--- src/logic/usf_pkg.sv ---
package usf_pkg;

  // ---------------------------------------------------------------
  // Bus geometry
  // ---------------------------------------------------------------
  localparam int ADR_W  = 12;
  localparam int IDX_W  = 8;
  localparam int DATA_W = 8;
  localparam int BUF_DEPTH = 2;

  // ---------------------------------------------------------------
  // Register indices (byte address is four times the index)
  // ---------------------------------------------------------------
  localparam logic [IDX_W-1:0] IDX_CSR  = 8'h86;  // port_control_status
  localparam logic [IDX_W-1:0] IDX_CTL  = 8'h87;  // uart_control_reg
  localparam logic [IDX_W-1:0] IDX_IRQ  = 8'h88;  // irq enables and flags
  localparam logic [IDX_W-1:0] IDX_DATA = 8'h89;  // data_buffer_reg

  // ---------------------------------------------------------------
  // Field positions
  // ---------------------------------------------------------------
  localparam int CSR_MODE   = 7;
  localparam int CSR_RXEN   = 6;
  localparam int CSR_SLAVE  = 5;
  localparam int CSR_FRAME  = 4;
  localparam int CSR_PARITY = 3;
  localparam int CSR_RXBYTE = 2;
  localparam int CSR_TXBYTE = 1;
  localparam int CSR_BUSY   = 0;
  localparam int CTL_ABORT   = 7;
  localparam int CTL_PHASE   = 6;
  localparam int CTL_TWOSTOP = 2;
  localparam int IRQ_RXIE   = 0;
  localparam int IRQ_TXIE   = 1;
  localparam int IRQ_RXFLAG = 4;
  localparam int IRQ_TXFLAG = 5;

  // ---------------------------------------------------------------
  // Reset values
  // ---------------------------------------------------------------
  localparam logic [7:0] CSR_RESET  = 8'h00;
  localparam logic [7:0] CTL_RESET  = 8'h00;
  localparam logic [7:0] IRQ_RESET  = 8'h00;
  localparam logic [7:0] DATA_RESET = 8'h00;

  // Port activity states
  typedef enum logic [1:0] {USF_IDLE, USF_BUSY, USF_FLUSH} usf_state_e;

  // Sticky flag: a set in the clearing cycle wins
  function automatic logic usf_flag(input logic held, input logic set, input logic clr);
    usf_flag = set | (held & ~clr);
  endfunction

endpackage

--- src/logic/usf_if.sv ---
`timescale 1ns/1ps
// Register access path between bus slave and port core
interface usf_if;
  logic                       req;
  logic                       we;
  logic [usf_pkg::IDX_W-1:0]  idx;
  logic [7:0]                 wdata;
  logic [7:0]                 rdata;
  logic                       stall;

  modport bus  (output req, we, idx, wdata, input rdata, stall);
  modport core (input req, we, idx, wdata, output rdata, stall);
endinterface

--- src/logic/usf_buf2.sv ---
`timescale 1ns/1ps
module usf_buf2 #(
  parameter int W     = 8,
  parameter int DEPTH = 2
) (
  // Clock and reset
  input  wire logic         clk_sys,
  input  wire logic         rst,
  input  wire logic         flush,
  // Fill side
  input  wire logic         inValid,
  output logic              inReady,
  input  wire logic [W-1:0] inData,
  // Drain side
  output logic              outValid,
  input  wire logic         outReady,
  output logic [W-1:0]      outData
);
  localparam int PW = (DEPTH > 1) ? $clog2(DEPTH) : 1;
  localparam int CW = $clog2(DEPTH + 1);
  localparam logic [CW-1:0] FULL = CW'(DEPTH);

  typedef struct packed {
    logic [DEPTH-1:0][W-1:0] mem;
    logic [PW-1:0]           wrPtr;
    logic [PW-1:0]           rdPtr;
    logic [CW-1:0]           count;
  } usf_buf_s;

  usf_buf_s cur;
  usf_buf_s next_cur;
  logic     push;
  logic     pop;

  // Pointer step with wrap
  function automatic logic [PW-1:0] stepPtr(input logic [PW-1:0] p);
    stepPtr = (p == PW'(DEPTH - 1)) ? '0 : PW'(p + 1'b1);
  endfunction

  assign inReady  = (cur.count != FULL);
  assign outValid = (cur.count != '0);
  assign outData  = cur.mem[cur.rdPtr];
  assign push     = inValid & inReady;
  assign pop      = outValid & outReady;

  // Next state: flush empties the buffer
  always_comb
  begin
    next_cur = cur;
    if (push)
    begin
      next_cur.mem[cur.wrPtr] = inData;
      next_cur.wrPtr          = stepPtr(cur.wrPtr);
    end
    if (pop)
      next_cur.rdPtr = stepPtr(cur.rdPtr);
    next_cur.count = CW'(cur.count + CW'(push) - CW'(pop));
    if (flush)
    begin
      next_cur.wrPtr = '0;
      next_cur.rdPtr = '0;
      next_cur.count = '0;
    end
  end

  // State register
  always_ff @(posedge clk_sys)
  begin
    if (rst)
      cur <= '0;
    else
      cur <= next_cur;
  end
endmodule // usf_buf2

--- src/logic/usf_core.sv ---
`timescale 1ns/1ps
// Function
// - Abort write stops operation and empties transmit and receive data storage.
// - Abort bit is a write-one event returning to idle, reads zero.
// - Port has exactly two interrupt flags: receive complete, transmit complete.
// - Interrupt request raised only when matching enable bit is one.
// - Two DMA trigger lines per port: receive and transmit.
// - DMA triggers pulse on the same events that set the flags.
// - Data buffer register serves as DMA source and destination.
// - Mode bit 7 and slave bit 5, read/write, reset zero.
// - Bit 6 enables the UART receiver, reset zero.
// - Bit 4 sets on wrong stop level, write zero clears.
// - Receive flags set when first stop bit checks valid; here any accepted rxDone sets them, also with rxStopBad.
// - Bad second stop bit sets framing fault one bit later.
// - Bit 3 sets on parity failure, write zero clears.
// - Bit 2 sets when received byte ready, write zero clears.
// - Bit 1 sets when last written byte fully sent, write zero clears; here every accepted txDone sets it, also with bytes still buffered.
// - Bit 0 reads one while busy, zero when idle, read-only.
module usf_core #(
  parameter int BUF_DEPTH = usf_pkg::BUF_DEPTH
) (
  // Clock and reset
  input  wire logic                       clk_sys,
  input  wire logic                       rst,
  // Wishbone classic slave
  input  wire logic                       wb_cyc_i,
  input  wire logic                       wb_stb_i,
  input  wire logic                       wb_we_i,
  input  wire logic [usf_pkg::ADR_W-1:0]  wb_adr_i,
  input  wire logic [3:0]                 wb_sel_i,
  input  wire logic [31:0]                wb_dat_i,
  output logic [31:0]                     wb_dat_o,
  output logic                            wb_ack_o,
  // Transmit bytes toward the shift engine
  output logic                            txValid,
  input  wire logic                       txReady,
  output logic [usf_pkg::DATA_W-1:0]      txData,
  // Events from the shift engine
  input  wire logic                       rxDone,
  input  wire logic [usf_pkg::DATA_W-1:0] rxData,
  input  wire logic                       rxParityBad,
  input  wire logic                       rxStopBad,
  input  wire logic                       rxStop2Bad,
  input  wire logic                       txDone,
  input  wire logic                       lineActive,
  // Configuration toward the shift engine
  output logic                            uartMode,
  output logic                            spiSlave,
  output logic                            rxEnable,
  output logic                            sckPhase,
  output logic                            twoStop,
  output logic                            abortPulse,
  // Interrupt requests and DMA triggers
  output logic                            rxIrq,
  output logic                            txIrq,
  output logic                            rxDmaTrig,
  output logic                            txDmaTrig
);

  // ---------------------------------------------------------------
  // State
  // ---------------------------------------------------------------
  typedef struct packed {
    usf_pkg::usf_state_e         st;
    logic                        mode;
    logic                        rxEn;
    logic                        slave;
    logic                        frame;
    logic                        parity;
    logic                        rxByte;
    logic                        txByte;
    logic                        phase;
    logic                        twoStop;
    logic                        rxIe;
    logic                        txIe;
    logic                        rxFlag;
    logic                        txFlag;
    logic [usf_pkg::DATA_W-1:0]  rxBuf;
    logic                        abort;
    logic                        rxTrig;
    logic                        txTrig;
  } usf_core_s;

  usf_core_s cur;
  usf_core_s next_cur;

  usf_if regs();

  logic wrCsr;
  logic wrCtl;
  logic wrIrq;
  logic wrData;
  logic abortNow;
  logic rxAccept;
  logic txAccept;
  logic frameSet;
  logic bufInReady;
  logic bufOutValid;
  logic busyBit;
  logic wrModeBit;
  logic wrSlaveBit;
  logic wrRxEnBit;

  // ---------------------------------------------------------------
  // Bus slave and transmit buffer
  // ---------------------------------------------------------------
  usf_wb_slave u_wbs (
    .clk_sys  (clk_sys),
    .rst      (rst),
    .wb_cyc_i (wb_cyc_i),
    .wb_stb_i (wb_stb_i),
    .wb_we_i  (wb_we_i),
    .wb_adr_i (wb_adr_i),
    .wb_sel_i (wb_sel_i),
    .wb_dat_i (wb_dat_i),
    .wb_dat_o (wb_dat_o),
    .wb_ack_o (wb_ack_o),
    .regs     (regs)
  );

  // Bytes written to the data buffer wait here for the engine
  usf_buf2 #(
    .W     (usf_pkg::DATA_W),
    .DEPTH (BUF_DEPTH)
  ) u_txbuf (
    .clk_sys  (clk_sys),
    .rst      (rst),
    .flush    (abortNow),
    .inValid  (wrData),
    .inReady  (bufInReady),
    .inData   (regs.wdata),
    .outValid (bufOutValid),
    .outReady (txReady),
    .outData  (txData)
  );

  // ---------------------------------------------------------------
  // Access decode and event qualification
  // ---------------------------------------------------------------
  assign wrCsr    = regs.req & regs.we & (regs.idx == usf_pkg::IDX_CSR);
  assign wrCtl    = regs.req & regs.we & (regs.idx == usf_pkg::IDX_CTL);
  assign wrIrq    = regs.req & regs.we & (regs.idx == usf_pkg::IDX_IRQ);
  assign wrData   = regs.req & regs.we & (regs.idx == usf_pkg::IDX_DATA);
  assign abortNow = wrCtl & regs.wdata[usf_pkg::CTL_ABORT];
  // A full buffer holds the bus write off until the engine drains it
  assign regs.stall = regs.we & (regs.idx == usf_pkg::IDX_DATA) & ~bufInReady;
  // Receive events count in SPI mode, or in UART mode with receiver on
  assign rxAccept = rxDone & (~cur.mode | cur.rxEn) & ~abortNow & (cur.st != usf_pkg::USF_FLUSH);
  assign txAccept = txDone & ~abortNow & (cur.st != usf_pkg::USF_FLUSH);
  assign frameSet = (rxAccept & rxStopBad) |
                    (rxStop2Bad & cur.twoStop & cur.mode & cur.rxEn & ~abortNow);
  assign busyBit  = (cur.st == usf_pkg::USF_BUSY);
  assign wrModeBit  = regs.wdata[usf_pkg::CSR_MODE];
  assign wrSlaveBit = regs.wdata[usf_pkg::CSR_SLAVE];
  assign wrRxEnBit  = regs.wdata[usf_pkg::CSR_RXEN];

  // ---------------------------------------------------------------
  // Read multiplexer
  // ---------------------------------------------------------------
  always_comb
  begin
    case (regs.idx)
      usf_pkg::IDX_CSR:
        regs.rdata = {cur.mode, cur.rxEn, cur.slave, cur.frame,
                      cur.parity, cur.rxByte, cur.txByte, busyBit};
      usf_pkg::IDX_CTL:
        regs.rdata = {1'b0, cur.phase, 3'b000, cur.twoStop, 2'b00};
      usf_pkg::IDX_IRQ:
        regs.rdata = {2'b00, cur.txFlag, cur.rxFlag, 2'b00, cur.txIe, cur.rxIe};
      usf_pkg::IDX_DATA:
        regs.rdata = cur.rxBuf;
      default:
        regs.rdata = 8'h00;
    endcase
  end

  // ---------------------------------------------------------------
  // Next state
  // ---------------------------------------------------------------
  always_comb
  begin
    next_cur = cur;
    // Configuration writes
    if (wrCsr)
    begin
      next_cur.mode  = wrModeBit;
      next_cur.slave = wrSlaveBit;
      next_cur.rxEn  = wrRxEnBit;
    end
    if (wrCtl)
    begin
      next_cur.phase   = regs.wdata[usf_pkg::CTL_PHASE];
      next_cur.twoStop = regs.wdata[usf_pkg::CTL_TWOSTOP];
    end
    if (wrIrq)
    begin
      next_cur.rxIe = regs.wdata[usf_pkg::IRQ_RXIE];
      next_cur.txIe = regs.wdata[usf_pkg::IRQ_TXIE];
    end
    // Status flags, cleared by writing zero
    next_cur.frame  = usf_pkg::usf_flag(cur.frame, frameSet,
                                        wrCsr & ~regs.wdata[usf_pkg::CSR_FRAME]);
    next_cur.parity = usf_pkg::usf_flag(cur.parity, rxAccept & rxParityBad,
                                        wrCsr & ~regs.wdata[usf_pkg::CSR_PARITY]);
    next_cur.rxByte = usf_pkg::usf_flag(cur.rxByte, rxAccept,
                                        wrCsr & ~regs.wdata[usf_pkg::CSR_RXBYTE]);
    next_cur.txByte = usf_pkg::usf_flag(cur.txByte, txAccept,
                                        wrCsr & ~regs.wdata[usf_pkg::CSR_TXBYTE]);
    // Interrupt flags
    next_cur.rxFlag = usf_pkg::usf_flag(cur.rxFlag, rxAccept,
                                        wrIrq & ~regs.wdata[usf_pkg::IRQ_RXFLAG]);
    next_cur.txFlag = usf_pkg::usf_flag(cur.txFlag, txAccept,
                                        wrIrq & ~regs.wdata[usf_pkg::IRQ_TXFLAG]);
    // Received byte and DMA triggers
    if (rxAccept)
      next_cur.rxBuf = rxData;
    next_cur.rxTrig = rxAccept;
    next_cur.txTrig = txAccept;
    next_cur.abort  = abortNow;
    // Activity state; busy bit is never written by software
    case (cur.st)
      usf_pkg::USF_IDLE:
        if (lineActive | bufOutValid)
          next_cur.st = usf_pkg::USF_BUSY;
      usf_pkg::USF_BUSY:
        if (~lineActive & ~bufOutValid)
          next_cur.st = usf_pkg::USF_IDLE;
      usf_pkg::USF_FLUSH:
        next_cur.st = usf_pkg::USF_IDLE;
      default:
        next_cur.st = usf_pkg::USF_IDLE;
    endcase
    if (abortNow)
    begin
      next_cur.st    = usf_pkg::USF_FLUSH;
      next_cur.rxBuf = usf_pkg::DATA_RESET;
    end
  end

  // ---------------------------------------------------------------
  // State register
  // ---------------------------------------------------------------
  always_ff @(posedge clk_sys)
  begin
    if (rst)
    begin
      cur         <= '0;
      cur.st      <= usf_pkg::USF_IDLE;
      cur.rxBuf   <= usf_pkg::DATA_RESET;
    end
    else
      cur <= next_cur;
  end

  // Outputs
  assign txValid    = bufOutValid;
  assign uartMode   = cur.mode;
  assign spiSlave   = cur.slave;
  assign rxEnable   = cur.rxEn;
  assign sckPhase   = cur.phase;
  assign twoStop    = cur.twoStop;
  assign abortPulse = cur.abort;
  assign rxIrq      = cur.rxFlag & cur.rxIe;
  assign txIrq      = cur.txFlag & cur.txIe;
  assign rxDmaTrig  = cur.rxTrig;
  assign txDmaTrig  = cur.txTrig;
endmodule // usf_core

--- src/logic/usf_wb_slave.sv ---
`timescale 1ns/1ps
module usf_wb_slave (
  // Clock and reset
  input  wire logic                      clk_sys,
  input  wire logic                      rst,
  // Wishbone classic slave
  input  wire logic                      wb_cyc_i,
  input  wire logic                      wb_stb_i,
  input  wire logic                      wb_we_i,
  input  wire logic [usf_pkg::ADR_W-1:0] wb_adr_i,
  input  wire logic [3:0]                wb_sel_i,
  input  wire logic [31:0]               wb_dat_i,
  output logic [31:0]                    wb_dat_o,
  output logic                           wb_ack_o,
  // Register path
  usf_if.bus                             regs
);
  typedef struct packed {
    logic        ack;
    logic [31:0] dat;
  } usf_wb_s;

  usf_wb_s cur;
  usf_wb_s next_cur;
  logic    inRange;

  // Decode: addresses above the index field are unmapped (index zero)
  assign inRange    = (wb_adr_i[usf_pkg::ADR_W-1:usf_pkg::IDX_W+2] == '0);
  assign regs.idx   = inRange ? wb_adr_i[usf_pkg::IDX_W+1:2] : '0;
  assign regs.we    = wb_we_i & wb_sel_i[0];
  assign regs.wdata = wb_dat_i[7:0];
  assign regs.req   = wb_cyc_i & wb_stb_i & ~cur.ack & ~regs.stall;
  assign wb_ack_o   = cur.ack;
  assign wb_dat_o   = cur.dat;

  // One ack per request, read data captured with it
  always_comb
  begin
    next_cur     = cur;
    next_cur.ack = regs.req;
    if (regs.req)
      next_cur.dat = {24'h000000, regs.rdata};
  end

  // State register
  always_ff @(posedge clk_sys)
  begin
    if (rst)
      cur <= '0;
    else
      cur <= next_cur;
  end
endmodule // usf_wb_slave

--- config.mk ---
export PLATFORM = sky130hd
export DESIGN_NAME = usf_core
export DESIGN_NICKNAME = d
export VERILOG_FILES = /design/src/logic/usf_pkg.sv /design/src/logic/usf_if.sv /design/src/logic/usf_buf2.sv /design/src/logic/usf_core.sv /design/src/logic/usf_wb_slave.sv
export SDC_FILE = /design/constraint.sdc
export NUM_CORES = 1
export LEC_CHECK = 0
export BUFFER_PORTS_ARGS = -buffer_cell sky130_fd_sc_hd__buf_2
export CAP_MARGIN = 20
export CELL_PAD_IN_SITES_DETAIL_PLACEMENT = 1
export CELL_PAD_IN_SITES_GLOBAL_PLACEMENT = 1
export CORE_UTILIZATION = 31
export CTS_BUF_LIST = sky130_fd_sc_hd__clkbuf_4 sky130_fd_sc_hd__clkbuf_8 sky130_fd_sc_hd__clkbuf_16
export DETAILED_ROUTE_END_ITERATION = 10
export GPL_TIMING_DRIVEN = 0
export MAX_ROUTING_LAYER = met4
export PLACE_DENSITY_LB_ADDON = 0.05
export SKIP_CTS_REPAIR_TIMING = 1
export SLEW_MARGIN = 15
export SYNTH_ARGS = -nofsm -noshare
export SYNTH_HDL_FRONTEND = slang
export SYNTH_HIERARCHICAL = 1
export SYNTH_SLANG_ARGS = --single-unit
export TNS_END_PERCENT = 10
--- constraint.sdc ---
create_clock -name clk_sys -period 3.2 [get_ports clk_sys]
set_input_delay 0.16 -clock clk_sys [delete_from_list [all_inputs] [get_ports clk_sys]]
set_output_delay 0.16 -clock clk_sys [all_outputs]
set_load 0.01 [all_outputs]
==> results.ini, run 1 <==
[pwr]
p_leak_nw=1.666
power.total_mw=1.346
ir_drop_mv=0.1595
power_density_nw_per_um2=378.1

[clock_tree]
clock_latency_ns=0.31
clk_pin_slew_ns=0.10
cts_tree=yes
htreeDepth=2
cts_made_buffers=5
cts_root_buf=clkbuf_8
cts_sinks=55
clock_path_buffers=2

[layout]
final_nets=478
drive_above_1_share=0.3130
final_core_util=0.4024
num-fill-cells=1089
diodes=0
area_delta_synth_final_pct=23.31
area.sequential_um2=1102
final_cells=517
multi_input_area_um2=1564

[floorplan]
num_rows=34
io_pins=120
die_y_um=98.52
start_util=0.3264
coreArea_um2=8848
die_area_um2=9705
dieWidth_um=98.52

[synthesis]
synth_warnings=6
yosysTopAreaCell=dfxtp_1
synth_ff_type=dfxtp_1
async_flop_share=0
synth_cell_types=46
yosysSeqAreaShare=0.3813
ys_top_cells_by_count=dfxtp_1, nand2b_1, buf_4, mux2i_1, nor2_1
syn_area_per_cell_um2=9.024
yosysMostFrequentCell=dfxtp_1
synth_area_leaders=dfxtp_1, mux2i_1, buf_4
synth_top_area_share=0.3813
synthesis.area_um2=2888
ys_seq_elements=55
synthCells=320
synth_edf_count=0

[setup_path]
critPathMaxFanout=12
cp-end-kind=flip-flop
cp.required_ns=3.43
critPathArrivalTime_ns=3.24
crit_path_start_kind=input port
reg2reg_from=u_txbuf/cur[0]
startpoint=wb_adr_i[11]
path_class=in2reg

[detailed_routing]
avgViaCountPerCell=4.636
drc=8
num_vias=2397
wl_um=7573
wire_per_inst_um=14.65
drt_iter0_drc=52
firstDrtPassIters=7
postRouteAntennaNets=0

[sta]
fin_crit_sh=0.9419
rsz0062_at_grt=no
relSlewSlack=0.5084
slew_viol_final=0
min_period_ns=3.014
skew_ns=0.006955
finalSetupViolCount=0
tns_ns=0
hold_viol=0
worst_pin_slew_ns=0.7374
max_freq_mhz=331.8

[global_route]
grtUsageTotal=0.1702
antenna_found_initial=0
grt_pass1_vias=2391
grt_pass1_wl_um=12510
overflow=0
grt_start_max_net_pins=21

[placed_design]
dp.cells=509
dp_hpwl_um=5848
place.gp.congestion=0.7677
portBuffers=58

[job]
drv_cap=0

[run_status]
violations=design-rule violations
status=complete, but fails checks

[hold_path]
min_from=rxParityBad
hold_path_class=in2reg

metal layers:
layer	global-route usage	part of all wire	vias to the layer above
met5	-	0	-
met4	0.05281	0.014	0
met3	0.02482	0.045	8
met2	0.2676	0.45	72
met1	0.2261	0.49	1115
li1	-	-	1202
through the flow:
| stage | area, um2 | setup slack [ns] | hold slack, ns |
|---|---|---|---|
| final | 3561 | 0.1858 | 0.05899 |
| after global routing | 3561 | 0.009106 | 0.05386 |
| after CTS | 3517 | -0.5318 | 0.05142 |
| after detailed placement | 3400 | -0.8319 | 0.3844 |
| after global placement | 3400 | -0.7616 | 0.3806 |
| after floorplan | 2974 | 0.02589 | 0.2769 |
power by group:
group	total, mW	internal [mW]	switching [mW]	leakage (nW)
Clock	0.492	0.254	0.238	0.0612
Combinational	0.147	0.0733	0.0738	1.16
Sequential	0.707	0.699	0.00754	0.448
cells by family after synthesis:
group / Yosys count / synth area share
AOI/OAI and AO/OA: 37 / 0.08102
xor gates and xnor gates: 2 / 0.006067
adders and majority gates: 2 / 0.008664
buffers and inverters: 51 / 0.1183
DFF: 55 / 0.3813
muxes: 41 / 0.1456
other: 1 / 0.001299
and+or+nand+nor: 131 / 0.2578
layout make-up:
class                   count  share of cell area
clock inverters             2            0.009838
repair buffers             59             0.08363
flip-flops and latches     55              0.3096
plain buffers              44             0.09030
inverters                   6            0.006325
clock buffers               6             0.02319
well taps                 108             0.03795
multi-input cells         237              0.4392
cells in the final DEF (no fill, tap or decap), drive strengths merged, types with 2 or more instances in the layout:
master and instances:
o2bb2ai 2, o21ai 22, and4 2, nand2b 36, or2 2, a22oi 3
and3b 2, nand4 3, nor2b 8, nor2 26, nor4b 3, and2 14
mux2i 33, clkbuf 12, dfxtp 55, a22o 2, ha 2, mux2 8
buf 97, inv 6, nand2 19, conb 24, nor3 4, nand3 3
and2b 2
flip-flops by register name, summed over array words and instances, names as in the netlist:
name	flops
u_txbuf/cur	20
u_wbs/wb_ack_o	1
rxEnable	1
rxDmaTrig	1
sckPhase	1
cur	18
abortPulse	1
spiSlave	1
u_wbs/wb_dat_o	8
twoStop	1
uartMode	1
txDmaTrig	1
worst paths after layout:
kind | slack [ns] | endpoint | cells after the start
worst max-delay path | 0.19 | u_txbuf/cur[1] | 18
worst min-delay path | 0.06 | cur[19] | 2
worst max register to register | 0.20 | u_txbuf/cur[1] | 15
worst min register to register | 0.46 | cur[24] | 1
critical path: stages:
cell and delay (ns):
buf_2 0.11, nor2_4 0.14, and2_1 0.16, nor4b_4 0.20, and4_1 0.21, clkbuf_4 0.22
and3b_1 0.23, and4bb_1 0.24, buf_8 0.16, and2_1 0.18, and2_2 0.21, nand2_1 0.08
ha_1 0.22, inv_1 0.06, ha_1 0.16, xor2_1 0.21, nor2_1 0.07, nor4b_2 0.21
Power figures use the tool's default switching activity.
==> inputs of run 2 (changes only) <==
- CORE_UTILIZATION: 31 -> 32
- CTS_BUF_LIST: sky130_fd_sc_hd__clkbuf_4 sky130_fd_sc_hd__clkbuf_8 sky130_fd_sc_hd__clkbuf_16 -> sky130_fd_sc_hd__clkbuf_4
- SYNTH_HIERARCHICAL: 1 -> default
==> run 2 against run 1 <==
Against the previous run: non-clock buffer count decreased by 1; clock power decreased by 38%; via count down 6.3%; largest power group unchanged; area after synthesis shrank 6.2%; die area is 8.9% lower; synthesized cell count shrank 13%; worst setup slack better by 0.93 ns; count of clock-buffer cells in the layout is 1 lower; cell area down 7.0%; the run now ends clean; highest routed layer unchanged.
==> results.ini, run 2 <==
[global_route]
busiest_layer=met2
grtUsageTotal=0.1765  ; +0.006283
met1_usage=0.2238  ; -0.002348
use_met3=0.02751  ; +0.002685
grt_pass1_wl_um=11450  ; -8.4%
overflow=0  ; unchanged
grtUsageMet2=0.2926  ; +0.02497
grt_start_max_net_pins=17  ; -19%
grt_pass1_vias=2214  ; -7.4%
antenna_found_initial=0  ; unchanged

[sta]
worst_pin_slew_ns=0.7831  ; +0.04563 ns
finalSetupViolCount=0  ; unchanged
hold_viol=0  ; unchanged
tns_ns=0  ; unchanged
rsz0062_at_grt=no
relSlewSlack=0.4711  ; -0.03730
fin_crit_sh=0.6528  ; -0.2891
slew_viol_final=0  ; unchanged
max_freq_mhz=478.7  ; +44%
min_period_ns=2.089  ; -0.9251 ns
skew_ns=0.01425  ; +0.007294 ns

[detailed_routing]
drc=0  ; -8
firstDrtPassIters=4  ; -3
wire_per_inst_um=14.92  ; +1.9%
avgViaCountPerCell=4.677  ; +0.88%
wl_um=7162  ; -5.4%
drt_iter0_drc=45  ; -13%
postRouteAntennaNets=0  ; unchanged
num_vias=2245  ; -6.3%

[synthesis]
syn_area_per_cell_um2=9.714  ; +7.6%
ys_seq_elements=55  ; unchanged
async_flop_share=0  ; unchanged
synth_cell_types=53  ; +15%
yosysMostFrequentCell=dfxtp_1
synth_area_leaders=dfxtp_1, mux2i_1, buf_4
yosysSeqAreaShare=0.4063  ; +0.02500
synth_ff_type=dfxtp_1
ys_top_cells_by_count=dfxtp_1, nor2_1, buf_4, mux2i_1, nand2_1
synth_edf_count=0  ; unchanged
synthesis.area_um2=2710  ; -6.2%
yosysTopAreaCell=dfxtp_1
synth_top_area_share=0.4063  ; +0.02500
synth_warnings=0  ; -6
synthCells=279  ; -13%

[job]
drv_cap=0  ; unchanged

[layout]
drive_above_1_share=0.3493  ; +0.03637
mostFrequentLayoutCells=buf_2, dfxtp_1, nor2_1
final_cells=480  ; -7.2%
final_nets=444  ; -7.1%
largest-register=u_txbuf.cur
area_delta_synth_final_pct=22.16
largest_reg_flops=20  ; unchanged
diodes=0  ; unchanged
final_common_cell=buf_2

[clock_tree]
htreeDepth=2  ; unchanged
clock_latency_ns=0.38  ; +0.07 ns
clk_pin_slew_ns=0.16  ; +0.06 ns
cts_root_buf=clkbuf_4
cts_tree=yes
cts_sinks=55  ; unchanged
clock_path_buffers=2  ; unchanged
cts_made_buffers=5  ; unchanged

[setup_path]
crit_path_start_kind=flip-flop
cp.required_ns=3.54  ; +0.11 ns
cp-end-kind=flip-flop
critPathMaxFanout=6  ; -6
critPathArrivalTime_ns=2.43  ; -0.81 ns
path_class=reg2reg

[pwr]
p_leak_nw=1.596  ; -4.2%
power_density_nw_per_um2=369.1  ; -2.4%
ir_drop_mv=0.1377  ; -14%

[floorplan]
start_util=0.3298  ; +0.003473
num_rows=33  ; -2.9%
coreArea_um2=8217  ; -7.1%
die_area_um2=8841  ; -8.9%
dieWidth_um=94.03  ; -4.6%
io_pins=120  ; unchanged
die_y_um=94.03  ; -4.6%

[placed_design]
portBuffers=64  ; +10%
dp_hpwl_um=5605  ; -4.2%
place.gp.congestion=0.7324  ; -4.6%
dp.cells=471  ; -7.5%

[hold_path]
hold_path_class=in2reg

[run_status]
status=completed

run 2: cell count changes in the layout (fill, tap and decap cells not counted), moves of 6 or more:
| cell | change |
|---|---|
| a22o_1 | +8 |
| and2_1 | -6 |
| buf_2 | +6 |
| buf_4 | -9 |
| clkbuf_8 | -6 |
| mux2i_1 | -10 |
| nand2b_1 | -34 |
| nor2_1 | +9 |
| o21ai_0 | -11 |
run 2: per-layer routing:
metal | wire (um) | up-vias
met5 | 0 | -
met4 | 38 | 0
met3 | 281 | 7
met2 | 3461 | 56
met1 | 3381 | 1051
li1 | - | 1131
run 2: layout make-up:
type | instances | area (um2)
fill | 1017 | 4906
timing repair buffer | 65 | 330.3
buffer | 37 | 260.3
tap | 105 | 131.4
inverter | 6 | 22.52
sequential | 55 | 1101
multi-input combinational | 204 | 1413
clock buffer | 5 | 37.54
clock inverter | 3 | 15.01
run 2: kinds of logic (layout without fill, tap and decap cells):
logic type / count (synthesis) / after routing / share of synthesized area
other cells: 1 / 24 / 0.001384
mux: 31 / 31 / 0.1182
buf+inv: 43 / 116 / 0.1043
xor+xnor: 4 / 4 / 0.01293
flops: 55 / 55 / 0.4063
fa+ha+maj: 2 / 2 / 0.009232
compound gates: 43 / 43 / 0.1270
simple gates: 100 / 100 / 0.2207
run 2: worst max-delay path, cell delays in order (launching register included):
cell and delay, ns:
dfxtp_1 0.40, nor2b_1 0.36, nand4_1 0.21, a41oi_1 0.73, nand3_1 0.24, nand2_1 0.10
run 2: worst paths after layout:
check | startpoint | end | cells past startpoint | slack [ns]
min | rxParityBad | cur[19] | 3 | 0.03
max reg2reg | u_txbuf.cur[1] | cur[17] | 5 | 1.11
min reg2reg | cur[14] | cur[14] | 2 | 0.48
max | u_txbuf.cur[1] | cur[17] | 5 | 1.11
run 2: power by group:
part | total [mW] | leakage (nW) | switching (mW) | internal (mW)
clock network | 0.303 | 0.0263 | 0.221 | 0.0812
logic | 0.197 | 1.12 | 0.108 | 0.0896
registers | 0.722 | 0.448 | 0.0130 | 0.709
run 2: stage by stage:
stage	utilization	cell area, um2	worst slack, ns	power [mW]	hold slack (ns)
floorplan	-	2796	1.377	0.8660	0.3031
global placement	0.3953	3248	0.9201	0.9318	0.4015
detailed placement	0.3953	3248	0.9787	0.9355	0.4076
CTS	0.4017	3301	0.9686	1.247	-0.01205
global route	0.4029	3311	0.8598	1.291	0.02246
finish	0.4029	3311	1.111	1.222	0.02644
